<file path="config.mk">
export PLATFORM = sky130hd
export DESIGN_NAME = spi_dual_master
export DESIGN_NICKNAME = d
export VERILOG_FILES = /design/src/rtl/spi_dual_pkg.sv /design/src/rtl/spi_rx_buffer.sv /design/src/rtl/spi_dual_master.sv
export SDC_FILE = /design/constraint.sdc
export NUM_CORES = 1
export LEC_CHECK = 0
export ABC_AREA = 1
export BUFFER_PORTS_ARGS = -buffer_cell sky130_fd_sc_hd__buf_2
export CAP_MARGIN = 20
export CORE_ASPECT_RATIO = 1.2
export CORE_MARGIN = 10
export CORE_UTILIZATION = 35
export CTS_CLUSTER_DIAMETER = 120
export DETAILED_ROUTE_END_ITERATION = 16
export PLACE_DENSITY = 0.52
export SYNTH_ARGS = -nofsm -noshare
export SYNTH_HDL_FRONTEND = slang
export SYNTH_SLANG_ARGS = --single-unit
</file>
<file path="constraint.sdc">
create_clock -name clk_i -period 4.6 [get_ports clk_i]
set_input_delay 0.92 -clock clk_i [delete_from_list [all_inputs] [get_ports clk_i]]
set_output_delay 0.92 -clock clk_i [all_outputs]
set_load 0.05 [all_outputs]
</file>
<file path="src/rtl/spi_dual_pkg.sv">
package spi_dual_pkg;

  // Link timing
  localparam int CLK_PERIOD_NS = 5;
  localparam int SCK_PERIOD_NS = 80;
  localparam int SCK_HALF_CYC  = (SCK_PERIOD_NS / 2) / CLK_PERIOD_NS;
  localparam logic [3:0] TMR_LOAD = 4'(SCK_HALF_CYC - 1);

  // One byte is sixteen serial clock edges
  localparam logic [3:0] EDGE_FIRST = 4'h0;
  localparam logic [3:0] EDGE_LAST  = 4'hF;

  // Control register fields
  localparam int CTL_CPOL = 0;
  localparam int CTL_CPHA = 1;
  localparam logic [1:0] CTL_RESET = 2'h0;
  localparam logic [3:0] SEL_RESET = 4'hF;

  // Configured flash target
  localparam logic [1:0] TGT_MIXED  = 2'h0;
  localparam logic [1:0] TGT_BASE   = 2'h1;
  localparam logic [1:0] TGT_SECOND = 2'h2;
  localparam logic [1:0] TGT_THIRD  = 2'h3;

  typedef enum logic [5:0] {
    ST_IDLE  = 6'h01,
    ST_CHECK = 6'h02,
    ST_SETUP = 6'h04,
    ST_SHIFT = 6'h08,
    ST_FETCH = 6'h10,
    ST_HOLD  = 6'h20
  } state_t;

  function automatic logic is_quad(input logic [7:0] op);
    unique case (op)
      8'h32, 8'h34, 8'h38, 8'h3E, 8'h6B, 8'h6C, 8'hEB, 8'hEC, 8'hE7, 8'hF5, 8'hAF: is_quad = 1'b1;
      default: is_quad = 1'b0;
    endcase
  endfunction : is_quad

  function automatic logic is_second_only(input logic [7:0] op);
    unique case (op)
      8'h28, 8'h29, 8'h2D, 8'h2C, 8'hC4: is_second_only = 1'b1;
      default: is_second_only = 1'b0;
    endcase
  endfunction : is_second_only

  function automatic logic is_third_only(input logic [7:0] op);
    unique case (op)
      8'h21, 8'h5C: is_third_only = 1'b1;
      default: is_third_only = 1'b0;
    endcase
  endfunction : is_third_only

  function automatic logic is_never(input logic [7:0] op);
    unique case (op)
      8'h96, 8'h9B, 8'hE1, 8'hFF: is_never = 1'b1;
      default: is_never = 1'b0;
    endcase
  endfunction : is_never

  // Command filter for the dual-lane build
  function automatic logic cmd_ok(input logic [7:0] op, input logic [1:0] tgt);
    logic ok;
    ok = !is_quad(op) && !is_never(op);
    unique case (tgt)
      TGT_MIXED, TGT_BASE: ok = ok && !is_second_only(op) && !is_third_only(op);
      TGT_SECOND:          ok = ok && !is_third_only(op);
      TGT_THIRD:           ok = ok && !is_second_only(op);
    endcase
    cmd_ok = ok;
  endfunction : cmd_ok

endpackage : spi_dual_pkg

</file>
<file path="src/rtl/spi_rx_buffer.sv">
`timescale 1ns/100ps
`default_nettype none

module spi_rx_buffer (
  input  wire logic       clk_i,       // System clock
  input  wire logic       nrst_i,      // Async reset, active low
  input  wire logic       clr_i,       // Local synchronous clear
  input  wire logic       in_valid_i,  // Word offered
  output logic            in_ready_o,  // Space for a word
  input  wire logic [7:0] in_data_i,   // Word in
  output logic            out_valid_o, // Word available
  input  wire logic       out_ready_i, // Drain accepts
  output logic [7:0]      out_data_o   // Word out
);

  logic [7:0] mem [2];
  logic       wr_ptr;
  logic       rd_ptr;
  logic [1:0] count;
  logic       push;
  logic       pop;

  assign in_ready_o  = (count != 2'h2);
  assign out_valid_o = (count != 2'h0);
  assign push        = in_valid_i && in_ready_o;
  assign pop         = out_valid_o && out_ready_i;
  assign out_data_o  = mem[rd_ptr];

  always_ff @(posedge clk_i or negedge nrst_i) begin
    if (!nrst_i) begin
      mem[0] <= 8'h00;
      mem[1] <= 8'h00;
    end else if (clr_i) begin
      mem[0] <= 8'h00;
      mem[1] <= 8'h00;
    end else if (push) begin
      mem[wr_ptr] <= in_data_i;
    end
  end

  always_ff @(posedge clk_i or negedge nrst_i) begin
    if (!nrst_i) begin
      wr_ptr <= 1'b0;
      rd_ptr <= 1'b0;
      count  <= 2'h0;
    end else if (clr_i) begin
      wr_ptr <= 1'b0;
      rd_ptr <= 1'b0;
      count  <= 2'h0;
    end else begin
      if (push) wr_ptr <= ~wr_ptr;
      if (pop) rd_ptr <= ~rd_ptr;
      if (push && !pop) count <= count + 2'h1;
      else if (pop && !push) count <= count - 2'h1;
    end
  end

endmodule : spi_rx_buffer

`default_nettype wire

</file>
<file path="src/rtl/spi_dual_master.sv">
`timescale 1ns/100ps
`default_nettype none

module spi_dual_master (
  input  wire logic       clk_i,         // 200 MHz system clock
  input  wire logic       nrst_i,        // Async reset, active low
  input  wire logic       soft_reset_i,  // Software reset pulse
  input  wire logic       cpol_i,        // Clock polarity, 1 idles high
  input  wire logic       cpha_i,        // Clock phase
  input  wire logic [1:0] target_type_i, // Configured flash target
  input  wire logic [3:0] sel_i,         // Slave select mask, 0 selects
  input  wire logic       cmd_valid_i,   // Command offered
  output logic            cmd_ready_o,   // Engine idle
  input  wire logic [7:0] cmd_opcode_i,  // Command opcode
  input  wire logic [3:0] cmd_len_i,     // Data bytes after opcode
  input  wire logic       tx_valid_i,    // Outgoing byte offered
  output logic            tx_ready_o,    // Outgoing byte taken
  input  wire logic [7:0] tx_data_i,     // Outgoing byte
  output logic            rx_valid_o,    // Received byte available
  input  wire logic       rx_ready_i,    // Received byte taken
  output logic [7:0]      rx_data_o,     // Received byte
  input  wire logic       err_clear_i,   // Clear command error
  output logic            cmd_err_o,     // Sticky command error
  output logic            busy_o,        // Frame in progress
  output logic            sck_o,         // Serial clock
  output logic [3:0]      ss_n_o,        // Slave selects, active low
  output logic            mosi_o,        // Serial data out
  input  wire logic       miso_i         // Serial data in
);

  spi_dual_pkg::state_t state;

  logic [1:0] serial_control_reg;
  logic [3:0] target_select_reg;
  logic [7:0] opcode;
  logic [3:0] bytes_left;
  logic [3:0] timer;
  logic [3:0] edge_cnt;
  logic [7:0] tx_shift;
  logic [7:0] rx_shift;
  logic       sck;
  logic       sel_active;
  logic       data_byte;
  logic       cmd_err;
  logic       miso_s1;
  logic       miso_s2;
  logic       rx_in_ready;
  logic       tick;
  logic       edge_now;
  logic       sample_edge;
  logic       shift_now;
  logic       byte_done;
  logic       rx_push;
  logic       accept;
  logic       reject;
  logic [7:0] rx_word;
  logic       cpha;

  assign cpha        = serial_control_reg[spi_dual_pkg::CTL_CPHA];
  assign cmd_ready_o = (state == spi_dual_pkg::ST_IDLE);
  assign accept      = cmd_valid_i && cmd_ready_o;
  assign reject      = (state == spi_dual_pkg::ST_CHECK) &&
                       !spi_dual_pkg::cmd_ok(opcode, target_type_i);
  assign tick        = (timer == 4'h0);
  assign edge_now    = (state == spi_dual_pkg::ST_SHIFT) && tick;
  // Even edges are leading edges; phase picks which kind samples
  assign sample_edge = edge_now && (edge_cnt[0] == cpha);
  assign shift_now   = edge_now && (edge_cnt[0] != cpha) &&
                       (edge_cnt != (cpha ? spi_dual_pkg::EDGE_FIRST : spi_dual_pkg::EDGE_LAST));
  assign byte_done   = edge_now && (edge_cnt == spi_dual_pkg::EDGE_LAST);
  assign rx_word     = sample_edge ? {rx_shift[6:0], miso_s2} : rx_shift;
  assign rx_push     = byte_done && data_byte;
  // Never start a data byte unless its answer has somewhere to go
  assign tx_ready_o  = (state == spi_dual_pkg::ST_FETCH) && rx_in_ready;
  assign busy_o      = !cmd_ready_o;
  assign sck_o       = sck;
  assign mosi_o      = tx_shift[7];
  assign ss_n_o      = sel_active ? target_select_reg : spi_dual_pkg::SEL_RESET;
  assign cmd_err_o   = cmd_err;

  // Data pin from the flash crosses into this domain
  always_ff @(posedge clk_i or negedge nrst_i) begin
    if (!nrst_i) begin
      miso_s1 <= 1'b0;
      miso_s2 <= 1'b0;
    end else begin
      miso_s1 <= miso_i;
      miso_s2 <= miso_s1;
    end
  end

  // Mode and select captured per frame, so a change mid-frame is harmless
  always_ff @(posedge clk_i or negedge nrst_i) begin
    if (!nrst_i) begin
      serial_control_reg <= spi_dual_pkg::CTL_RESET;
      target_select_reg  <= spi_dual_pkg::SEL_RESET;
      opcode             <= 8'h00;
    end else if (soft_reset_i) begin
      serial_control_reg <= spi_dual_pkg::CTL_RESET;
      target_select_reg  <= spi_dual_pkg::SEL_RESET;
      opcode             <= 8'h00;
    end else if (accept) begin
      serial_control_reg <= {cpha_i, cpol_i};
      target_select_reg  <= sel_i;
      opcode             <= cmd_opcode_i;
    end
  end

  always_ff @(posedge clk_i or negedge nrst_i) begin
    if (!nrst_i) begin
      cmd_err <= 1'b0;
    end else if (soft_reset_i) begin
      cmd_err <= 1'b0;
    end else if (reject) begin
      cmd_err <= 1'b1;
    end else if (err_clear_i) begin
      cmd_err <= 1'b0;
    end
  end

  always_ff @(posedge clk_i or negedge nrst_i) begin
    if (!nrst_i) begin
      state      <= spi_dual_pkg::ST_IDLE;
      bytes_left <= 4'h0;
      timer      <= 4'h0;
      edge_cnt   <= 4'h0;
      sck        <= 1'b0;
      sel_active <= 1'b0;
      data_byte  <= 1'b0;
    end else if (soft_reset_i) begin
      state      <= spi_dual_pkg::ST_IDLE;
      bytes_left <= 4'h0;
      timer      <= 4'h0;
      edge_cnt   <= 4'h0;
      // Default polarity at once; the old one would move the clock a cycle later while deselected
      sck        <= spi_dual_pkg::CTL_RESET[spi_dual_pkg::CTL_CPOL];
      sel_active <= 1'b0;
      data_byte  <= 1'b0;
    end else begin
      if (!tick) timer <= timer - 4'h1;
      unique case (state)
        spi_dual_pkg::ST_IDLE: begin
          if (accept) begin
            sck        <= cpol_i;
            bytes_left <= cmd_len_i;
            data_byte  <= 1'b0;
            state      <= spi_dual_pkg::ST_CHECK;
          end else begin
            sck <= serial_control_reg[spi_dual_pkg::CTL_CPOL];
          end
        end
        spi_dual_pkg::ST_CHECK: begin
          if (reject) begin
            state <= spi_dual_pkg::ST_IDLE; // select never drops
          end else begin
            sel_active <= 1'b1;
            timer      <= spi_dual_pkg::TMR_LOAD;
            state      <= spi_dual_pkg::ST_SETUP;
          end
        end
        spi_dual_pkg::ST_SETUP: begin
          if (tick) begin
            timer    <= spi_dual_pkg::TMR_LOAD;
            edge_cnt <= spi_dual_pkg::EDGE_FIRST;
            state    <= spi_dual_pkg::ST_SHIFT;
          end
        end
        spi_dual_pkg::ST_SHIFT: begin
          if (tick) begin
            sck      <= ~sck;
            edge_cnt <= edge_cnt + 4'h1;
            timer    <= spi_dual_pkg::TMR_LOAD;
            if (byte_done) begin
              if (bytes_left == 4'h0) begin
                state <= spi_dual_pkg::ST_HOLD;
              end else begin
                state <= spi_dual_pkg::ST_FETCH;
              end
            end
          end
        end
        spi_dual_pkg::ST_FETCH: begin
          // Clock parks at idle while software or the drain side catches up
          if (tx_valid_i && rx_in_ready) begin
            bytes_left <= bytes_left - 4'h1;
            data_byte  <= 1'b1;
            timer      <= spi_dual_pkg::TMR_LOAD;
            state      <= spi_dual_pkg::ST_SETUP;
          end
        end
        spi_dual_pkg::ST_HOLD: begin
          if (tick) begin
            sel_active <= 1'b0;
            state      <= spi_dual_pkg::ST_IDLE;
          end
        end
      endcase
    end
  end

  always_ff @(posedge clk_i or negedge nrst_i) begin
    if (!nrst_i) begin
      tx_shift <= 8'h00;
      rx_shift <= 8'h00;
    end else if (soft_reset_i) begin
      tx_shift <= 8'h00;
      rx_shift <= 8'h00;
    end else begin
      if (state == spi_dual_pkg::ST_CHECK) tx_shift <= opcode;
      else if (tx_ready_o && tx_valid_i) tx_shift <= tx_data_i;
      else if (shift_now) tx_shift <= {tx_shift[6:0], 1'b0};
      if (sample_edge) rx_shift <= {rx_shift[6:0], miso_s2};
    end
  end

  spi_rx_buffer u_rx_buffer (
    .clk_i       (clk_i),
    .nrst_i      (nrst_i),
    .clr_i       (soft_reset_i),
    .in_valid_i  (rx_push),
    .in_ready_o  (rx_in_ready),
    .in_data_i   (rx_word),
    .out_valid_o (rx_valid_o),
    .out_ready_i (rx_ready_i),
    .out_data_o  (rx_data_o)
  );

endmodule : spi_dual_master

`default_nettype wire

</file>
* Word level (Yosys, flattened, before mapping)
Index checks and enable logic that the tools add are counted.
Operators by class: bitwise logic cells 5, equal/unequal tests 43, $lt $le $gt $ge 3, reduce and logical (&&, ||, !) cells 56, mux-type cells 77, $add $sub $neg 5
Operator list (number):
- 8-bit 2-to-1 mux | 12
- 8-bit equality test (second input constant) | 10
- 8-bit by 6-bit equality test with 1-bit output (second input constant) | 9
- 4-bit 2-to-1 mux | 15
- 6-bit 2-to-1 mux | 8
- 6-bit one-hot mux with 6 select lines | 1
- 16-bit 2-to-1 mux | 2
- 8-bit by 7-bit equality test with 1-bit output (second input constant) | 3
- 1-bit 2-to-1 mux | 24
- 1-bit logical AND | 21
- 3-bit nonzero test | 6
- 16-bit bitwise mux | 1
- 4-bit one-hot mux with 2 select lines | 2
- 3-bit inequality test (second input constant) | 5
- 4-bit one-hot mux with 3 select lines | 1
- 11-bit OR reduction | 1
- 1-bit logical NOT | 10
- 2-bit 2-to-1 mux | 5
- 3-bit AND reduction | 3
- 8-bit demux with 1-bit select | 1
- 4-bit logical NOT | 2
- 2-bit nonzero test | 4
- 4-bit by 1-bit subtractor with 4-bit output (second input constant) | 2
- 6-bit by 1-bit equality test with 1-bit output (second input constant) | 1
- other kinds (30) | 40
Word-level totals: word-level logic and storage cells 209, output and inout port bits 19, input bits 36, flip-flop bits (word level) 74

* Longest topological paths before layout
depth in word-level cells 13, depth in mapped cells 13, depth with buffers taken out 13

* Hierarchy
From an unflattened synthesis, not the netlist that was laid out.
Second synthesis, totals: cell total of the unflattened synthesis 584, area, all modules 4310.4 µm²
Modules (own cells, without submodules):
- spi_dual_master | cells an instance 455, instances 1, area each 3295.7 µm²
- spi_rx_buffer | cells an instance 129, instances 1, area each 1014.7 µm²

* Worst setup path before layout
No wires, ideal clock.
kind flip-flop to output port, from register state[0], to output port cmd_ready_o, buffers on the path 0, stages on the path, launching flop included 5, data required time 3680 ps, arrival 1440 ps, path slack 2240 ps, path through dfstp_2 > inv_1 > nor3_2 > nand2_2 > inv_1
On the way: longest elaborated chain between the ends 1
Ends and longest elaborated chain:
- start: declaration | line spi_dual_master.sv:31 | spi_dual_pkg::state_t state;
- start signal: assignment | line spi_dual_master.sv:123 | state <= spi_dual_pkg::ST_IDLE;
- start signal: assignment | line spi_dual_master.sv:131 | state <= spi_dual_pkg::ST_IDLE;
- start signal: assignment | line spi_dual_master.sv:147 | state <= spi_dual_pkg::ST_CHECK;
- 6-bit by 1-bit equality test with 1-bit output | line spi_dual_master.sv:60 | assign cmd_ready_o = (state == spi_dual_pkg::ST_IDLE);
- end: declaration | line spi_dual_master.sv:13 | output logic cmd_ready_o,
Every way passes these cells.

* Worst setup path in the final report
from register u_rx_buffer.rd_ptr, to output port rx_data_o[0]
On the way: longest elaborated chain between the ends 4
Ends and longest elaborated chain:
- start: declaration | line spi_rx_buffer.sv:18 | logic rd_ptr;
- start signal: assignment | line spi_rx_buffer.sv:52 | if (pop) rd_ptr <= ~rd_ptr;
- 1-bit NOT with 2-bit output (not written as such) | line spi_rx_buffer.sv:27 | assign out_data_o = mem[rd_ptr];
- 8-bit 2-to-1 mux (not written as such) (3 in series) | line spi_rx_buffer.sv:27
- end: declaration | line spi_dual_master.sv:21 | output logic [7:0] rx_data_o,
Every way passes these cells. The select of a mux whose other input is x is not followed.

==> impl_metrics.py <==
metrics = {
    "power": {
        "leakage_nw": 2.51,
        "switching_share": 0.338,
        "p_int_w": 0.00119,
        "seq_power_share": 0.406,
        "p_sw_w": 0.000610,
        "pwr_density_cell_mw_per_mm2": 373,
        "ir_drop_mv": 0.138,
        "clkPwrFrac": 0.379,
        "power.combinational.fraction": 0.215,
    },
    "setup_path": {
        "path_class": "flop to primary output",
        "worst-r2r-cell-count": 7,
        "reg2reg_setup_slack_ns": 2.67,
        "worst-endpoint-required_ns": 3.68,
        "arrival_ns": 1.68,
        "worst_setup_path_start_kind": "flop",
        "worst-path-max-fanout": 10,
        "worstReg2RegStart": "state[0]$_DFFE_PN1P_",
        "r2r-end": "tx_shift[6]$_DFFE_PN0P_",
        "end_kind": "primary output",
    },
    "place": {
        "globalplace.congestion": 0.813,
        "dp_cells": 753,
        "port-buffer-count": 54,
        "place.detailed.hpwl_um": 7710,
    },
    "logic_synthesis": {
        "syn_area_mm2": 0.00414,
        "post-synth-top-area-cell": "sky130_fd_sc_hd__dfrtp_1",
        "yosys_reg_bits": 74,
        "synth-edff-count": 0,
        "postSynth.asyncResetShare": 1.00,
        "synth_area_per_cell_um2": 7.53,
        "syn_inst": 550,
        "synthesis.nets": 591,
        "yosysWarnings": 0,
        "synth_common_cells": "sky130_fd_sc_hd__nand2_1, sky130_fd_sc_hd__dfrtp_1, sky130_fd_sc_hd__inv_1",
        "synth_cell_types": 42,
        "synth-seq-area-share": 0.449,
        "yosys.area.top_type_share": 0.417,
        "post_synth_main_area_contributors": "sky130_fd_sc_hd__dfrtp_1, sky130_fd_sc_hd__nand2_1, sky130_fd_sc_hd__inv_1",
        "ys.flop_type": "sky130_fd_sc_hd__dfrtp_1",
        "most_common_cell_in_the_synthesized_netlist": "sky130_fd_sc_hd__nand2_1",
    },
    "drt": {
        "route.final.wire_length_um": 10300,
        "remaining_drc_errors": 0,
        "avgViaCountPerCell": 4.77,
        "detail_route.first_pass.iterations": 4,
        "remaining_antenna_violation_count": 0,
        "drt-initial-drc-count": 187,
        "routed-via-count": 3668,
        "post_drt_wl_per_cell_um": 13.5,
    },
    "clock_network": {
        "cts-root-to-sink-buffers": 2,
        "clock_pin_slew_reported_for_the_worst_setup_and_hold_paths_after_clock_tree_synthesis_ns": 0.07,
        "cts-resized-gates": 0,
        "clock-sinks": 74,
        "h-tree-depth": 3,
        "insertion_delay_ns": 0.34,
        "cts_buffers": 9,
        "tritoncts": "done",
        "postCtsSetupRepairBufs": 0,
        "cts_hold_buf": 0,
        "cts_root_buffer": "sky130_fd_sc_hd__clkbuf_16",
    },
    "cells_and_area": {
        "n_fill_cell": 1233,
        "area_growth_syn_to_layout_pct": 17.0,
        "largest_register_ff_count": 16,
        "layout.cells.non_filler": 769,
        "largest_register": "u_rx_buffer.mem",
        "proportion_of_layout_cells_with_a_drive_suffix_above_1": 0.194,
        "finalNetCount": 648,
        "diodes": 0,
    },
    "die": {
        "placeableCoreArea_mm2": 0.0116,
        "start_util": 0.358,
        "die-area_mm2": 0.0166,
        "placementRows": 43,
        "pin_count": 55,
        "die_h_um": 139,
        "die_x_um": 119,
    },
    "flow_run": {
        "drv_cap": 0,
    },
    "sta": {
        "fin_setup_tns_ns": 0,
        "slew_viol_final": 0,
        "layout_min_cycle_time_ns": 2.60,
        "slew_headroom": 0.362,
        "period_share": 0.565,
        "setup_viol_count_final": 0,
        "tightest_slew_ns": 0.957,
        "maxClockFrequency_ghz": 0.385,
        "hold-worst-slack_ns": 0.351,
        "hold_viol": 0,
        "final.setup_skew_ns": 0.00514,
        "rsz0062_at_grt": "false",
    },
    "global_routing": {
        "grt_pass1_wl_um": 17700,
        "overflow": 0,
        "grt_antenna_before_repair": 0,
        "grt_pass1_vias": 3744,
        "maximum_number_of_pins_on_one_net_before_global_route_repair": 75,
        "grt_util_all_layers": 0.130,
    },
    "hold_path": {
        "whs_endpoint": "miso_s2$_DFF_PN0_",
        "worst_hold_path_type": "flop to flop",
        "min_from": "miso_s1$_DFF_PN0_",
        "whs_path_depth": 0,
    },
    "run_status": {
        "status": "complete, no violations",
    },
}
## stage by stage
stage	total power, W	cell area, um2	setup slack (ns)	util
3_3_place_gp	0.00114	4560	1.96	0.394
3_5_place_dp	0.00114	4560	1.90	0.394
5_1_grt	0.00192	4840	1.82	0.419
6_report	0.00180	4840	2.00	0.419
2_1_floorplan	0.00103	4140	2.24	-
4_1_cts	0.00183	4840	1.98	0.419
## cell type report
cell class,count,area [um2],share of cell area
clock buffer,9,225,0.0465
clock inverter,7,60.1,0.0124
inverter,73,274,0.0566
multi-input combinational,395,1960,0.404
sequential,74,1860,0.384
tap,157,196,0.0405
timing repair buffer,54,273,0.0563
## layer usage
| layer | up-vias | wire, um | global-route usage |
|---|---|---|---|
| met1 | 1715 | 4690 | 0.152 |
| met5 | - | 0 | 0 |
| met3 | 13 | 356 | 0.0326 |
| met2 | 65 | 5110 | 0.223 |
| li1 | 1875 | - | - |
| met4 | 0 | 189 | 0.0476 |
## how the worst max path moves through the flow
stage               depth (start not counted)  slack, ns              endpoint                           start
finish                                      4       2.00          rx_data_o[0]  u_rx_buffer.rd_ptr$_DFFE_PN0P_
global route                                4       1.82          rx_data_o[7]  u_rx_buffer.rd_ptr$_DFFE_PN0P_
CTS                                         4       1.98          rx_data_o[0]  u_rx_buffer.rd_ptr$_DFFE_PN0P_
detailed placement                         11       1.90  state[3]$_DFFE_PN0P_                    soft_reset_i
global placement                           11       1.96  state[3]$_DFFE_PN0P_                    soft_reset_i
floorplan                                   4       2.24           cmd_ready_o            state[0]$_DFFE_PN1P_
## kinds of logic (layout without fill, tap and decap cells)
group / Yosys count / count (layout) / synth area share
multiplexers: 2 / 2 / 0.00484
AO/OA/AOI/OAI: 97 / 97 / 0.132
buffers and inverters: 81 / 143 / 0.0780
flip-flops: 74 / 74 / 0.449
adder cells (fa/ha/maj): 5 / 5 / 0.0151
AND/OR/NAND/NOR: 286 / 286 / 0.310
XOR/XNOR: 5 / 5 / 0.0106
## placed cells by master, fill, tap and decap left out, types with 2 or more instances in the layout
master / count
sky130_fd_sc_hd__nand2_1: 164
sky130_fd_sc_hd__dfrtp_1: 69
sky130_fd_sc_hd__inv_1: 63
sky130_fd_sc_hd__nor2_1: 53
sky130_fd_sc_hd__buf_2: 53
sky130_fd_sc_hd__nand3_1: 38
sky130_fd_sc_hd__o21ai_0: 36
sky130_fd_sc_hd__o21ai_1: 27
sky130_fd_sc_hd__a21oi_1: 17
sky130_fd_sc_hd__inv_2: 9
sky130_fd_sc_hd__clkbuf_16: 9
sky130_fd_sc_hd__nor2_2: 6
sky130_fd_sc_hd__nand2_2: 5
sky130_fd_sc_hd__o21ai_2: 5
sky130_fd_sc_hd__ha_1: 5
sky130_fd_sc_hd__dfstp_2: 5
sky130_fd_sc_hd__nor2_4: 4
sky130_fd_sc_hd__xor2_1: 4
sky130_fd_sc_hd__a21oi_2: 3
sky130_fd_sc_hd__nor3_1: 3
sky130_fd_sc_hd__inv_6: 3
sky130_fd_sc_hd__clkinvlp_4: 3
sky130_fd_sc_hd__nand2_4: 2
sky130_fd_sc_hd__nand4_1: 2
sky130_fd_sc_hd__o22ai_1: 2
sky130_fd_sc_hd__mux2i_1: 2
sky130_fd_sc_hd__o211ai_1: 2
sky130_fd_sc_hd__nand3_2: 2
## power groups by stage
stage,Clock (W),Sequential [W],Combinational (W)
after floorplan,0,0.000737,0.000293
after global placement,0,0.000744,0.000391
after detailed placement,0,0.000745,0.000395
after CTS,0.000699,0.000733,0.000396
after global routing,0.000729,0.000739,0.000452
final,0.000684,0.000732,0.000389
## critical path: stages (launching register included)
cell and delay (ns):
sky130_fd_sc_hd__dfrtp_1 0.54, sky130_fd_sc_hd__clkinv_1 0.38, sky130_fd_sc_hd__nand2_1 0.14, sky130_fd_sc_hd__nand2_1 0.06, sky130_fd_sc_hd__buf_2 0.21
Note: power is estimated with default switching activity, not from simulation.
